[src/logic/pgc_pkg.sv]
/*
 * Constants for the pin function control block: register map, field
 * positions, reset values and timing counts.
 * Assumes a 50 MHz system clock and an AHB-Lite bus with 32-bit data.
 */
// Notes on behaviour
// - Bridge switch sinks current only while its enable bit is set.
// - Output pins two and three are driven only while their enable bit is set.
// - Mux drive enable puts the sequencer channel code on the four pins.
// - Sequencer covers at most 16 channels; host moves input pair after each pass.
// - Optional programmable settling delay after every mux select code change.
// - Sync enable (reset one): low sync holds modulator and filter in reset.
// - Alternate sync: low sync at channel switch stalls the next conversion.
// - Alternate sync applies only with more than one channel enabled.
// - Fault mode 00 disables pin; 01 input, inverted level ORed into error flag.
// - Fault mode 10: ORed error flags, inverted, driven open-drain.
// - Fault mode 11: plain push-pull output following the fault level bit.
// - Fault level bit drives output mode; reads sampled pin in input mode.
`default_nettype none

package pgc_pkg;

    // Configuration word index; its byte address is four times the index
    localparam logic [7:0] IDX_PIN_CFG     = 8'h06;
    localparam logic [7:0] ADDR_PIN_CFG    = {IDX_PIN_CFG[5:0], 2'b00};
    // Block's own registers sit above the configuration word
    localparam logic [7:0] ADDR_SEQ_CTRL   = 8'h20;
    localparam logic [7:0] ADDR_SETTLE     = 8'h24;
    localparam logic [7:0] ADDR_STATUS     = 8'h28;
    localparam logic [7:0] ADDR_IRQ_STATUS = 8'h2C;
    localparam logic [7:0] ADDR_IRQ_MASK   = 8'h30;

    // Configuration word fields
    localparam int BIT_RESERVED   = 15;
    localparam int BIT_BRIDGE_SW  = 14;
    localparam int BIT_OUT_HI_EN  = 13;
    localparam int BIT_MUX_EN     = 12;
    localparam int BIT_SYNC_EN    = 11;
    localparam int BIT_FAULT_MODE = 9;
    localparam int BIT_FAULT_LVL  = 8;

    localparam logic [15:0] PIN_CFG_RESET  = 16'h0800;
    localparam logic [15:0] PIN_CFG_WMASK  = 16'h7F00;

    // Sequencer control fields
    localparam int BIT_SEQ_RUN    = 0;
    localparam int BIT_SYNC_ALTERNATE_SELECT   = 1;
    localparam int BIT_CH_ENABLE  = 16;
    localparam int MAX_CHANNELS   = 16;

    localparam logic [1:0] FAULT_OFF   = 2'h0;
    localparam logic [1:0] FAULT_INPUT = 2'h1;
    localparam logic [1:0] FAULT_OPEN  = 2'h2;
    localparam logic [1:0] FAULT_PUSH  = 2'h3;

    // Conversion time per channel
    localparam int CLK_MHZ         = 50;
    localparam int CONV_TIME_US    = 20;
    localparam int CONV_CYCLES     = CONV_TIME_US * CLK_MHZ;
    localparam logic [15:0] SETTLE_RESET = 16'h0000;

    // Interrupt status bits
    localparam int IRQ_PASS_DONE   = 0;
    localparam int IRQ_FAULT       = 1;
    localparam int IRQ_CONV_DONE   = 2;
    localparam int IRQ_BITS        = 3;

    typedef enum logic [1:0] {
        SEQ_IDLE   = 2'b00,
        SEQ_SETTLE = 2'b01,
        SEQ_CONV   = 2'b10,
        SEQ_WAIT   = 2'b11
    } pgc_seq_t;

endpackage

`default_nettype wire

[src/logic/pgc_pin_ctrl.sv]
/*
 * Pin function control: configuration register, channel sequencer that
 * drives the external mux code, sync handling and fault pin modes.
 * Assumes an AHB-Lite master, and pins that arrive asynchronously.
 */
// The implementer's own choice: register access over AHB-Lite.
`timescale 1ns/1ns
`default_nettype none

module pgc_pin_ctrl (
    input  wire logic        REF_CLK_IN,
    input  wire logic        RESET_N_IN,
    input  wire logic        HSEL_IN,
    input  wire logic [31:0] HADDR_IN,
    input  wire logic [1:0]  HTRANS_IN,
    input  wire logic        HWRITE_IN,
    input  wire logic [2:0]  HSIZE_IN,
    input  wire logic [31:0] HWDATA_IN,
    input  wire logic        HREADY_IN,
    output logic      [31:0] HRDATA_OUT,
    output logic             HREADYOUT_OUT,
    output logic             HRESP_OUT,
    input  wire logic        SYNC_N_IN,
    input  wire logic        FAULT_PIN_IN,
    output logic             FAULT_PIN_OUT,
    output logic             FAULT_PIN_OE_OUT,
    input  wire logic        CONV_FAULT_IN,
    output logic             BRIDGE_SWITCH_OUT,
    output logic             IO_PIN_ZERO_OUT,
    output logic             IO_PIN_ONE_OUT,
    output logic             OUT_PIN_TWO_OUT,
    output logic             OUT_PIN_THREE_OUT,
    output logic             IO_PINS_LO_OE_OUT,
    output logic             OUT_PINS_HI_OE_OUT,
    output logic             MOD_RESET_OUT,
    output logic             CONV_START_OUT,
    output logic      [3:0]  CHANNEL_OUT,
    output logic             IRQ_OUT
);
    import pgc_pkg::*;

    ////////////////////////////////////////////////////////////////////////
    // Reset release and pin synchronisers

    logic       rst_meta;
    logic       rst_n;
    logic [1:0] sync_meta;
    logic [1:0] sync_s;

    always_ff @(posedge REF_CLK_IN or negedge RESET_N_IN) begin
        if (!RESET_N_IN) begin
            rst_meta <= 1'b0;
            rst_n    <= 1'b0;
        end else begin
            rst_meta <= 1'b1;
            rst_n    <= rst_meta;
        end
    end

    // Index 0 is sync, index 1 is the fault pin
    always_ff @(posedge REF_CLK_IN or negedge rst_n) begin
        if (!rst_n) begin
            sync_meta <= 2'h3;
            sync_s    <= 2'h3;
        end else begin
            sync_meta <= {FAULT_PIN_IN, SYNC_N_IN};
            sync_s    <= sync_meta;
        end
    end

    logic fault_in_s;
    logic conv_fault_s;
    logic sync_low;
    assign sync_low   = ~sync_s[0];
    assign fault_in_s = sync_s[1];

    // Converter fault comes from the same clock domain
    assign conv_fault_s = CONV_FAULT_IN;

    ////////////////////////////////////////////////////////////////////////
    // Registers

    logic [15:0]           pin_cfg;
    logic [16:0]           seq_ctrl;
    logic [15:0]           settle;
    logic [IRQ_BITS-1:0]   irq_status;
    logic [IRQ_BITS-1:0]   irq_mask;
    logic [IRQ_BITS-1:0]   irq_event;

    logic                  ph_write;
    logic [7:0]            ph_addr;
    logic                  addr_ok;

    always_comb begin
        if (HADDR_IN[7:0] == ADDR_PIN_CFG || HADDR_IN[7:0] == ADDR_SEQ_CTRL
                || HADDR_IN[7:0] == ADDR_SETTLE || HADDR_IN[7:0] == ADDR_STATUS
                || HADDR_IN[7:0] == ADDR_IRQ_STATUS || HADDR_IN[7:0] == ADDR_IRQ_MASK) begin
            addr_ok = 1'b1;
        end else begin
            addr_ok = 1'b0;
        end
    end

    // Address phase capture; the slave never stalls
    // Only writes need the captured phase: read data is
    // registered at the address edge itself, so a read
    // right after a write to the same word sees the old value
    always_ff @(posedge REF_CLK_IN or negedge rst_n) begin
        if (!rst_n) begin
            ph_write <= 1'b0;
            ph_addr  <= 8'h00;
        end else begin
            ph_write <= HSEL_IN & HREADY_IN & HTRANS_IN[1] & HWRITE_IN & addr_ok;
            ph_addr  <= HADDR_IN[7:0];
        end
    end

    always_ff @(posedge REF_CLK_IN or negedge rst_n) begin
        if (!rst_n) begin
            HREADYOUT_OUT <= 1'b1;
            HRESP_OUT     <= 1'b0;
        end else begin
            HREADYOUT_OUT <= 1'b1;
            HRESP_OUT     <= 1'b0;
        end
    end

    logic fault_lvl_view;
    logic [15:0] pin_cfg_view;

    // Fault level bit reads the sampled pin while in input mode
    always_comb begin
        if (pin_cfg[BIT_FAULT_MODE +: 2] == FAULT_INPUT) begin
            fault_lvl_view = fault_in_s;
        end else begin
            fault_lvl_view = pin_cfg[BIT_FAULT_LVL];
        end
        pin_cfg_view = {1'b0, pin_cfg[14:9], fault_lvl_view, 8'h00};
    end

    always_ff @(posedge REF_CLK_IN or negedge rst_n) begin
        if (!rst_n) begin
            pin_cfg <= PIN_CFG_RESET;
        end else if (ph_write && ph_addr == ADDR_PIN_CFG) begin
            pin_cfg <= HWDATA_IN[15:0] & PIN_CFG_WMASK;
        end
    end

    always_ff @(posedge REF_CLK_IN or negedge rst_n) begin
        if (!rst_n) begin
            seq_ctrl <= 17'h00000;
            settle   <= SETTLE_RESET;
            irq_mask <= '0;
        end else if (ph_write) begin
            if (ph_addr == ADDR_SEQ_CTRL) begin
                seq_ctrl <= {HWDATA_IN[31:16] != 16'h0000 ? 1'b0 : 1'b0,
                             HWDATA_IN[15:0]};
            end else if (ph_addr == ADDR_SETTLE) begin
                settle <= HWDATA_IN[15:0];
            end else if (ph_addr == ADDR_IRQ_MASK) begin
                irq_mask <= HWDATA_IN[IRQ_BITS-1:0];
            end
        end
    end

    // Set wins over a write-one clear in the same cycle
    always_ff @(posedge REF_CLK_IN or negedge rst_n) begin
        if (!rst_n) begin
            irq_status <= '0;
        end else begin
            if (ph_write && ph_addr == ADDR_IRQ_STATUS) begin
                irq_status <= (irq_status & ~HWDATA_IN[IRQ_BITS-1:0]) | irq_event;
            end else begin
                irq_status <= irq_status | irq_event;
            end
        end
    end

    always_ff @(posedge REF_CLK_IN or negedge rst_n) begin
        if (!rst_n) begin
            IRQ_OUT <= 1'b0;
        end else begin
            IRQ_OUT <= |(irq_status & irq_mask);
        end
    end

    ////////////////////////////////////////////////////////////////////////
    // Channel sequencer

    pgc_seq_t    state;
    pgc_seq_t    next_state;
    logic [3:0]  channel;
    logic [3:0]  next_channel;
    logic [15:0] count;
    logic        multi_ch;
    logic        alt_mode;
    logic        hard_sync;
    logic        pass_done;
    logic        conv_done;
    logic [15:0] ch_en;

    assign ch_en     = seq_ctrl[15:0];
    assign multi_ch  = (ch_en & (ch_en - 16'h0001)) != 16'h0000;
    assign alt_mode  = seq_ctrl[BIT_SYNC_ALTERNATE_SELECT] & multi_ch;
    // Plain sync mode resets the sequencer state and holds the modulator; alternate mode only stalls
    assign hard_sync = pin_cfg[BIT_SYNC_EN] & ~alt_mode & sync_low;

    // Next enabled channel, wrapping after channel 15
    always_comb begin
        next_channel = channel;
        for (int i = MAX_CHANNELS; i >= 1; i--) begin
            if (ch_en[4'(channel + 4'(i))]) begin
                next_channel = 4'(channel + 4'(i));
            end
        end
    end

    assign conv_done = (state == SEQ_CONV) && (count == 16'(CONV_CYCLES - 1));
    assign pass_done = conv_done && (next_channel <= channel);

    always_comb begin
        next_state = state;
        case (state)
            SEQ_IDLE: begin
                if (ch_en != 16'h0000) begin
                    next_state = SEQ_SETTLE;
                end
            end
            SEQ_SETTLE: begin
                if (count >= settle) begin
                    next_state = SEQ_WAIT;
                end
            end
            SEQ_WAIT: begin
                // Stall at channel switch while sync is low
                if (!(alt_mode && pin_cfg[BIT_SYNC_EN] && sync_low)) begin
                    next_state = SEQ_CONV;
                end
            end
            SEQ_CONV: begin
                if (conv_done) begin
                    next_state = SEQ_SETTLE;
                end
            end
            default: next_state = SEQ_IDLE;
        endcase
        if (hard_sync || ch_en == 16'h0000) begin
            next_state = SEQ_IDLE;
        end
    end

    always_ff @(posedge REF_CLK_IN or negedge rst_n) begin
        if (!rst_n) begin
            state   <= SEQ_IDLE;
            count   <= 16'h0000;
            channel <= 4'h0;
        end else begin
            state <= next_state;
            if (next_state != state) begin
                count <= 16'h0000;
            end else begin
                count <= count + 16'h0001;
            end
            if (state == SEQ_IDLE && next_state == SEQ_SETTLE && !ch_en[channel]) begin
                channel <= next_channel;
            end else if (conv_done) begin
                channel <= next_channel;
            end
        end
    end

    assign irq_event = {conv_done, CONV_FAULT_IN | (fault_in_s == 1'b0 &&
                        pin_cfg[BIT_FAULT_MODE +: 2] == FAULT_INPUT), pass_done};

    ////////////////////////////////////////////////////////////////////////
    // Pin outputs

    logic any_error;
    // Input mode folds the inverted pin into the error flag
    assign any_error = conv_fault_s
        | ((pin_cfg[BIT_FAULT_MODE +: 2] == FAULT_INPUT) & ~fault_in_s);

    always_ff @(posedge REF_CLK_IN or negedge rst_n) begin
        if (!rst_n) begin
            FAULT_PIN_OUT    <= 1'b1;
            FAULT_PIN_OE_OUT <= 1'b0;
        end else begin
            case (pin_cfg[BIT_FAULT_MODE +: 2])
                FAULT_OPEN: begin
                    // Drive low only on error, so devices can share a pull-up
                    FAULT_PIN_OUT    <= 1'b0;
                    FAULT_PIN_OE_OUT <= any_error;
                end
                FAULT_PUSH: begin
                    FAULT_PIN_OUT    <= pin_cfg[BIT_FAULT_LVL];
                    FAULT_PIN_OE_OUT <= 1'b1;
                end
                default: begin
                    FAULT_PIN_OUT    <= 1'b1;
                    FAULT_PIN_OE_OUT <= 1'b0;
                end
            endcase
        end
    end

    always_ff @(posedge REF_CLK_IN or negedge rst_n) begin
        if (!rst_n) begin
            BRIDGE_SWITCH_OUT  <= 1'b0;
            IO_PIN_ZERO_OUT    <= 1'b0;
            IO_PIN_ONE_OUT     <= 1'b0;
            OUT_PIN_TWO_OUT    <= 1'b0;
            OUT_PIN_THREE_OUT  <= 1'b0;
            IO_PINS_LO_OE_OUT  <= 1'b0;
            OUT_PINS_HI_OE_OUT <= 1'b0;
        end else begin
            BRIDGE_SWITCH_OUT  <= pin_cfg[BIT_BRIDGE_SW];
            IO_PIN_ZERO_OUT    <= pin_cfg[BIT_MUX_EN] & channel[0];
            IO_PIN_ONE_OUT     <= pin_cfg[BIT_MUX_EN] & channel[1];
            OUT_PIN_TWO_OUT    <= pin_cfg[BIT_MUX_EN] & channel[2];
            OUT_PIN_THREE_OUT  <= pin_cfg[BIT_MUX_EN] & channel[3];
            IO_PINS_LO_OE_OUT  <= pin_cfg[BIT_MUX_EN];
            OUT_PINS_HI_OE_OUT <= pin_cfg[BIT_OUT_HI_EN];
        end
    end

    always_ff @(posedge REF_CLK_IN or negedge rst_n) begin
        if (!rst_n) begin
            MOD_RESET_OUT  <= 1'b1;
            CONV_START_OUT <= 1'b0;
            CHANNEL_OUT    <= 4'h0;
        end else begin
            MOD_RESET_OUT  <= hard_sync;
            CONV_START_OUT <= (state == SEQ_WAIT) && (next_state == SEQ_CONV);
            CHANNEL_OUT    <= channel;
        end
    end

    ////////////////////////////////////////////////////////////////////////
    // Read data

    always_ff @(posedge REF_CLK_IN or negedge rst_n) begin
        if (!rst_n) begin
            HRDATA_OUT <= 32'h00000000;
        end else if (HSEL_IN && HREADY_IN && HTRANS_IN[1] && !HWRITE_IN) begin
            if (HADDR_IN[7:0] == ADDR_PIN_CFG) begin
                HRDATA_OUT <= {16'h0000, pin_cfg_view};
            end else if (HADDR_IN[7:0] == ADDR_SEQ_CTRL) begin
                HRDATA_OUT <= {16'h0000, seq_ctrl[15:0]};
            end else if (HADDR_IN[7:0] == ADDR_SETTLE) begin
                HRDATA_OUT <= {16'h0000, settle};
            end else if (HADDR_IN[7:0] == ADDR_STATUS) begin
                HRDATA_OUT <= {24'h000000, any_error, sync_low, state, channel};
            end else if (HADDR_IN[7:0] == ADDR_IRQ_STATUS) begin
                HRDATA_OUT <= {29'h00000000, irq_status};
            end else if (HADDR_IN[7:0] == ADDR_IRQ_MASK) begin
                HRDATA_OUT <= {29'h00000000, irq_mask};
            end else begin
                HRDATA_OUT <= 32'h00000000;
            end
        end
    end

endmodule

`default_nettype wire

[config.mk]
export PLATFORM = sky130hd
export DESIGN_NAME = pgc_pin_ctrl
export DESIGN_NICKNAME = d
export VERILOG_FILES = /design/src/logic/pgc_pkg.sv /design/src/logic/pgc_pin_ctrl.sv
export SDC_FILE = /design/constraint.sdc
export NUM_CORES = 1
export LEC_CHECK = 0
export BUFFER_PORTS_ARGS = -buffer_cell sky130_fd_sc_hd__buf_2
export CORE_MARGIN = 10
export CORE_UTILIZATION = 52
export DETAILED_ROUTE_END_ITERATION = 16
export GPL_TIMING_DRIVEN = 0
export PLACE_DENSITY = 0.81
export SYNTH_ARGS = -nofsm -noshare
export SYNTH_HDL_FRONTEND = slang
export SYNTH_SLANG_ARGS = --single-unit
[constraint.sdc]
create_clock -name REF_CLK_IN -period 3.25 [get_ports REF_CLK_IN]
set_clock_uncertainty 0.15 [all_clocks]
set_input_delay 0.65 -clock REF_CLK_IN [delete_from_list [all_inputs] [get_ports REF_CLK_IN]]
set_output_delay 0.65 -clock REF_CLK_IN [all_outputs]
set_load 0.005 [all_outputs]
==> key figures, run 1 <==
Synthesis
  – Ys flop type: dfrtp_1
  – Post-synth EDFFs: 0
  – Dominant cell by count in the synthesized netlist: dfrtp_1
  – #FFs+latches synth: around 110
  – Mapped Cells: 739
  – Post-Syn Area: 7430 um^2
  – Count of cell types in the netlist: 73
  – Area leader, netlist: dfrtp_1
  – Largest cells by area after synthesis: dfrtp_1, mux2_2, mux4_2
  – Post-synth top cells: dfrtp_1, nand2_1, mux2_2
  – Register area share after synthesis: 38.5%
  – Syn avg cell area: between 10 and 15 um^2
  – Post-synth top area share: between 30% and 40%
  – Ys async rst share: between 90% and 100%
  – Yosys warns: 0

Routing
  – First-pass DRT Iterations: 6
  – Post-DR wirelength/cell: 22.5 um
  – Antenna-violating nets left: 0
  – Vias: 6961
  – Highest routed metal layer: met4
  – Metal3 WL: 2380 um
  – Met2 WL: ~12000 um
  – DR vias/cell: 6.39
  – M1 WL: 8940 um
  – Final Routed Wirelength: roughly 25000 um
  – DR iter-0 viols: between 900 and 1000
  – Drt drc: 0

Final layout
  – Final Util: 69.6%
  – Final Non-Filler Cells: roughly 1100
  – Nets: between 1000 and 1500
  – Filler cell count: between 900 and 1000
  – Register Area: 2870 um^2
  – Area of the multi-input gates: 4570 um^2
  – Share of cells above drive strength 1: 36.9%
  – Area Overhead vs Synth: 30.5%

Clock network
  – Clock Latency Late Sink: 0.42 ns
  – Clock buffer depth: 2
  – CTS clk-pin slew, worst paths: about 0.060 ns
  – Num CTS Buffers: 17
  – Clock Tree Root: clkbuf_16
  – CTS tree: built
  – Htree depth: 4
  – Sink Count: 114

Power
  – Power per cell area: 998 nW/um^2
  – Maximum vdd ir drop: ~0.49 mV
  – Tot Pwr: 9.68 mW
  – Lkg Pwr: 4.37 nW

Timing
  – RSZ-0062 raised after global routing: yes
  – Fmax: ~220 MHz
  – Final setup violation count: 5
  – Hold Fails Final Rpt: 0
  – Tmin final: 4.52 ns
  – Final period utilization: 139%
  – Tightest Pin Transition: 1.02 ns
  – Relative slew margins: 31.7%
  – Fin. max-slew vios: 0
  – Setup ws final: -1.27 ns

Placement
  – Placer Congestion: 0.965
  – PortBufs: 64
  – Pre-CTS setup slack: -1.84 ns
  – Detailed Place HPWL: between 15000 and 20000 um
  – Placed cell count: between 1000 and 1500

Die
  – Die height: ~140 um
  – Die area: 19500 um^2
  – Initial core utilization: 53.3%
  – # IOs: around 130
  – Core area: 13900 um^2
  – Chip width: 140 um
  – Cell Rows: 43

Min path
  – Hold WC Path Type: reg2async

Global routing
  – Initial antenna violation count: 1
  – Total track usage: a little under a quarter
  – First-pass GRT wire length: approximately 37000 um
  – Gr ovfl total: 0
  – Pin count of the biggest net entering global routing: 73
  – Vias in the first global route: approximately 6800

Worst setup path
  – CP Class: reg2reg
  – Worst endpoint data arrival time: 4.70 ns
  – Critical path launch point type: flip-flop
  – Crit. End Element: flip-flop
  – CP max FO: 5
  – Crit path required time: 3.43 ns

Outcome
  – Status: finished, violations left
  – Failing checks: negative setup slack

Flow run
  – Max-Cap Viols: 0
==> per-stage QoR <==
step	cell area, um^2	hold slack, ns	setup TNS (ns)
3_3_place_gp	8170	0.192	-7.59
3_5_place_dp	8200	0.183	-8.15
2_1_floorplan	7620	0.181	-1.93
6_report	9700	0.167	-3.34
4_1_cts	9500	0.169	-2.05
5_1_grt	9700	0.165	-3.53
==> cells in the final DEF, fill, tap and decap left out, drive strengths merged, types with 9 or more instances in the layout <==
cell type,instances
o22ai,9
clkbuf,38
nand2,65
nor3,11
mux2,58
mux2i,34
o21ai,52
inv,44
nor2,48
a211oi,11
a21oi,30
buf,155
mux4,22
ha,28
xor2,12
a22oi,11
xnor2,16
dfrtp,107
conb,19
nand3,13
==> worst paths after layout <==
path	start	end	slack, ns	cells after the start
max in group asynchronous	rst_n	MOD_RESET_OUT	2.02	1
min reg2reg	rst_n	HRDATA_OUT[14]	0.17	0
min	rst_n	HRDATA_OUT[14]	0.17	0
max	channel[1]	irq_status[0]	-1.27	20
min in group REF_CLK_IN	FAULT_PIN_IN	sync_meta[1]	0.18	1
max reg2reg	channel[1]	irq_status[0]	-1.27	20
==> cell type report <==
cell class | count | share of cell area (%)
multi-input cells | 550 | 47.1
clock inverters | 15 | 1.90
clock buffers | 17 | 4.39
well taps | 180 | 2.32
diodes | 1 | 0.0258
plain buffers | 55 | 4.63
repair buffers | 122 | 8.37
inverters | 36 | 1.70
flip-flops and latches | 114 | 29.6
==> where the power goes <==
part / leakage, nW / switching (mW) / total [mW] / internal, mW
logic: 2.71 / 3.20 / 6.08 / 2.88
clock network: 0.295 / 0.788 / 1.96 / 1.17
registers: 1.37 / 0.104 / 1.64 / 1.53
total: 4.37 / 4.10 / 9.68 / 5.58
==> worst max-delay path, cell delays in order (launching register included) <==
cell	delay, ns
dfrtp_2	0.43
buf_6	0.13
buf_12	0.12
clkbuf_16	0.14
inv_12	0.06
ha_4	0.23
buf_6	0.13
buf_6	0.10
mux4_2	0.38
mux4_2	0.55
or3_4	0.36
nor4_4	0.16
nor4_2	0.08
o41ai_2	0.33
ha_1	0.34
nor2b_1	0.14
o21ai_1	0.14
nand2b_1	0.08
a21oi_1	0.13
a41oi_1	0.06
o21ai_1	0.18
==> timing repair <==
item,4_1_cts,5_1_grt
pin swaps,22,10
setup endpoints to repair,15,21
hold buffers,1,0
resized for setup,72,33
setup buffers,46,10
hold endpoints to repair,2,0
==> sequential cells by signal, indices dropped and copies added, names as in the netlist, 2 cells and up <==
signal,cells
irq_mask,3
settle,16
HRDATA_OUT,16
sync_meta,2
state,2
seq_ctrl,16
count,16
pin_cfg,7
irq_status,3
CHANNEL_OUT,4
channel,4
sync_s,2
ph_addr,8
==> routing by layer <==
layer,global-route usage (%),vias to the layer above
li1,-,2990
met1,27.1,3332
met2,39.4,495
met3,6.26,144
met4,11.2,0
met5,0,-
==> cell families after synthesis <==
kind of cell	Yosys count	synth area share (%)
AND/OR/NAND/NOR	202	13.3
AO/OA/AOI/OAI	157	13.7
multiplexers	114	20.2
flip-flops	114	38.5
buffers and inverters	92	5.96
adder cells (fa/ha/maj)	30	4.99
XOR/XNOR	28	3.30
other	2	0.101
(Power assumes the default switching activity.)
==> run 2: changes to the inputs <==
--- a/config.mk
+++ b/config.mk
@@ -5,12 +5,13 @@
 export SDC_FILE = /design/constraint.sdc
 export NUM_CORES = 1
 export LEC_CHECK = 0
+export ABC_AREA = 1
 export BUFFER_PORTS_ARGS = -buffer_cell sky130_fd_sc_hd__buf_2
 export CORE_MARGIN = 10
-export CORE_UTILIZATION = 52
+export CORE_UTILIZATION = 51
 export DETAILED_ROUTE_END_ITERATION = 16
 export GPL_TIMING_DRIVEN = 0
-export PLACE_DENSITY = 0.81
+export PLACE_DENSITY = 0.8
 export SYNTH_ARGS = -nofsm -noshare
 export SYNTH_HDL_FRONTEND = slang
 export SYNTH_SLANG_ARGS = --single-unit
==> run 2 against run 1 <==
Net effect: combinational power shrank 95%; largest power group is now the clock network; power is 60% lower; largest cell class unchanged; clock-buffer cell count increased by 1; global-route usage decreased by 1.3 points; the flow still finishes with violations (negative setup slack).
==> key figures, run 2 <==
Min path
  – Hold WC Path Type: in2reg
  – Hold Path Stages: 1

Global routing
  – Total track usage: between 20% and 30%
  – Pin count of the biggest net entering global routing: 73
  – Busiest metal layer after global routing: met2
  – Met1 usage: 27.2%
  – First-pass GRT wire length: between 30000 and 40000 um
  – Initial antenna violation count: 1
  – Met3 Usage GRT: 6.40%
  – Met2 usage: 35.0%
  – Gr ovfl total: 0
  – Vias in the first global route: 6876

Worst setup path
  – CP Launch Point: channel[1]
  – CP Class: reg2reg
  – Crit. End Element: flip-flop
  – Crit path required time: roughly 3.4 ns
  – Most used cell, CP: nand2_1
  – R2r worst-path depth: 28
  – Worst endpoint data arrival time: 3.82 ns
  – Critical path launch point type: flip-flop
  – R2R Path Start: channel[1]
  – Largest stage delay on the critical path: 0.44 ns
  – CP max FO: 5
  – Reg2reg end: irq_status[0]
  – Crit path capture: irq_status[0]
  – Setup slack, reg-to-reg: -0.42 ns
  – Worst path slowest cell: dfrtp_2

Clock network
  – Num CTS Buffers: 17
  – CTS tree: built
  – Sink Count: 114
  – CTS clk-pin slew, worst paths: 0.06 ns
  – Clock Latency Late Sink: about 0.43 ns
  – Clock Tree Root: clkbuf_16
  – Htree depth: 4
  – Clock buffer depth: 2

Synthesis
  – Post-synth EDFFs: 0
  – #FFs+latches synth: 114
  – Mapped Cells: 968
  – Largest cells by area after synthesis: dfrtp_1, nand2_1, inv_1
  – Syn avg cell area: around 7.4 um^2
  – Register area share after synthesis: 39.9%
  – Count of cell types in the netlist: 45
  – Area leader, netlist: dfrtp_1
  – Post-Syn Area: 7170 um^2
  – Ys async rst share: 100%
  – Post-synth top cells: nand2_1, inv_1, dfrtp_1
  – Dominant cell by count in the synthesized netlist: nand2_1
  – Ys flop type: dfrtp_1
  – Yosys warns: 0
  – Post-synth top area share: 37.3%

Final layout
  – Nets: 1197
  – Final Util: 65.6%
  – Most frequent cells in the layout: nand2_1, inv_1, dfrtp_1, nand3_1, buf_2
  – Most common cell after layout, fill and taps aside: nand2_1
  – Final Non-Filler Cells: 1286
  – Area Overhead vs Synth: 26.4%
  – Share of cells above drive strength 1: a little under a quarter

Timing
  – Tightest Pin Transition: 1.14 ns
  – Setup ws final: -0.417 ns
  – Hold Fails Final Rpt: 0
  – Tmin final: 3.67 ns
  – Relative slew margins: a little under a quarter
  – Fmax: between 200 and 300 MHz
  – Hold slack final: around 0.16 ns
  – Final setup violation count: 1
  – Final period utilization: 113%
  – Fin. max-slew vios: 0
  – RSZ-0062 raised after global routing: yes

Die
  – Cell Rows: between 40 and 50
  – Die height: 139 um
  – Core area: 13800 um^2
  – Initial core utilization: ~52%
  – Chip width: about 140 um
  – Die area: approximately 19000 um^2
  – # IOs: 127

Power
  – Lkg Pwr: 4.64 nW
  – Maximum vdd ir drop: 0.386 mV
  – Power per cell area: 426 nW/um^2

Routing
  – DR vias/cell: 5.62
  – Vias: 7226
  – DR iter-0 viols: 805
  – Drt drc: 0
  – Post-DR wirelength/cell: 17.5 um
  – Antenna-violating nets left: 0
  – First-pass DRT Iterations: 7
  – Final Routed Wirelength: 22500 um

Placement
  – Detailed Place HPWL: between 15000 and 20000 um
  – Placer Congestion: ~1.0
  – Placed cell count: roughly 1200
  – PortBufs: 64

Outcome
  – Failing checks: negative setup slack
  – Status: finished, violations left

Flow run
  – Max-Cap Viols: 0
run 2: changes by cell type in the layout (fill, tap and decap cells not counted), moves of 19 or more:
cell     before  now
buf_4        67   39
nand3_1      13   66
nand2_1      63  275
o21ai_0      44   63
mux2i_1      23    0
mux4_2       19    0
inv_1        31  120
a21oi_1      24   49
mux2_2       53   10
run 2: area by class of cell:
type	count	area, um^2
inverter	133	517
sequential	114	2870
timing repair buffer	88	547
fill	1092	4760
antenna	1	2.50
buffer	39	302
clock inverter	14	178
clock buffer	18	439
tap	180	225
multi-input combinational	699	3990
run 2: how the worst min path moves through the flow:
stage	start	endpoint	slack [ns]
after floorplan	rst_meta	rst_n	0.18
after global placement	rst_meta	rst_n	0.19
after detailed placement	rst_n	pin_cfg[10]	0.19
after CTS	SYNC_N_IN	sync_meta[0]	0.16
after global routing	SYNC_N_IN	sync_meta[0]	0.16
final	SYNC_N_IN	sync_meta[0]	0.16
run 2: cell families (layout without fill, tap and decap cells):
family | after synthesis | after routing | share of synthesized area (%)
XOR/XNOR | 16 | 16 | 2.06
buffers and inverters | 172 | 292 | 10.3
other | 2 | 20 | 0.105
AO/OA/AOI/OAI | 150 | 150 | 11.6
flip-flops | 114 | 114 | 39.9
multiplexers | 10 | 10 | 1.57
AND/OR/NAND/NOR | 476 | 476 | 29.6
adder cells (fa/ha/maj) | 28 | 28 | 4.88
run 2: per-layer routing:
metal  vias up  part of all wire [%]
met3       100                    11
met4         0                   3.9
li1       3364                     -
met1      3328                    38
met5         -                     0
met2       434                    47
run 2: what timing repair did:
item                                    in CTS  in global routing
endpoints found under the hold margin        2                  0
endpoints found under the setup margin       5                  1
pin swaps                                   13                 18
gates resized for setup                     70                 40
hold buffers                                 1                  0
buffers inserted                            20                  2
run 2: where the power goes:
part	switching [mW]	internal (mW)
combinational	0.186	0.147
sequential	0.0712	1.50
clock	0.727	1.23
total	0.984	2.87
run 2: worst max-delay path, delay by kind of cell (launching register included):
family,cells,cell delay (ns)
simple gates,18,1.33
buf+inv,3,0.28
compound gates,4,0.56
fa+ha+maj,2,0.48
flops,1,0.44
xor+xnor,1,0.30
run 2: metrics by stage:
stage | total power [mW] | cell area (um^2) | setup slack [ns] | setup TNS (ns)
floorplan | 1.80 | 7240 | -0.262 | -0.262
global placement | 1.90 | 7790 | -1.41 | -3.29
detailed placement | 1.92 | 7820 | -1.42 | -3.31
CTS | 3.86 | 8850 | -0.186 | -0.186
global route | 3.98 | 9060 | -0.601 | -0.601
finish | 3.86 | 9060 | -0.417 | -0.417
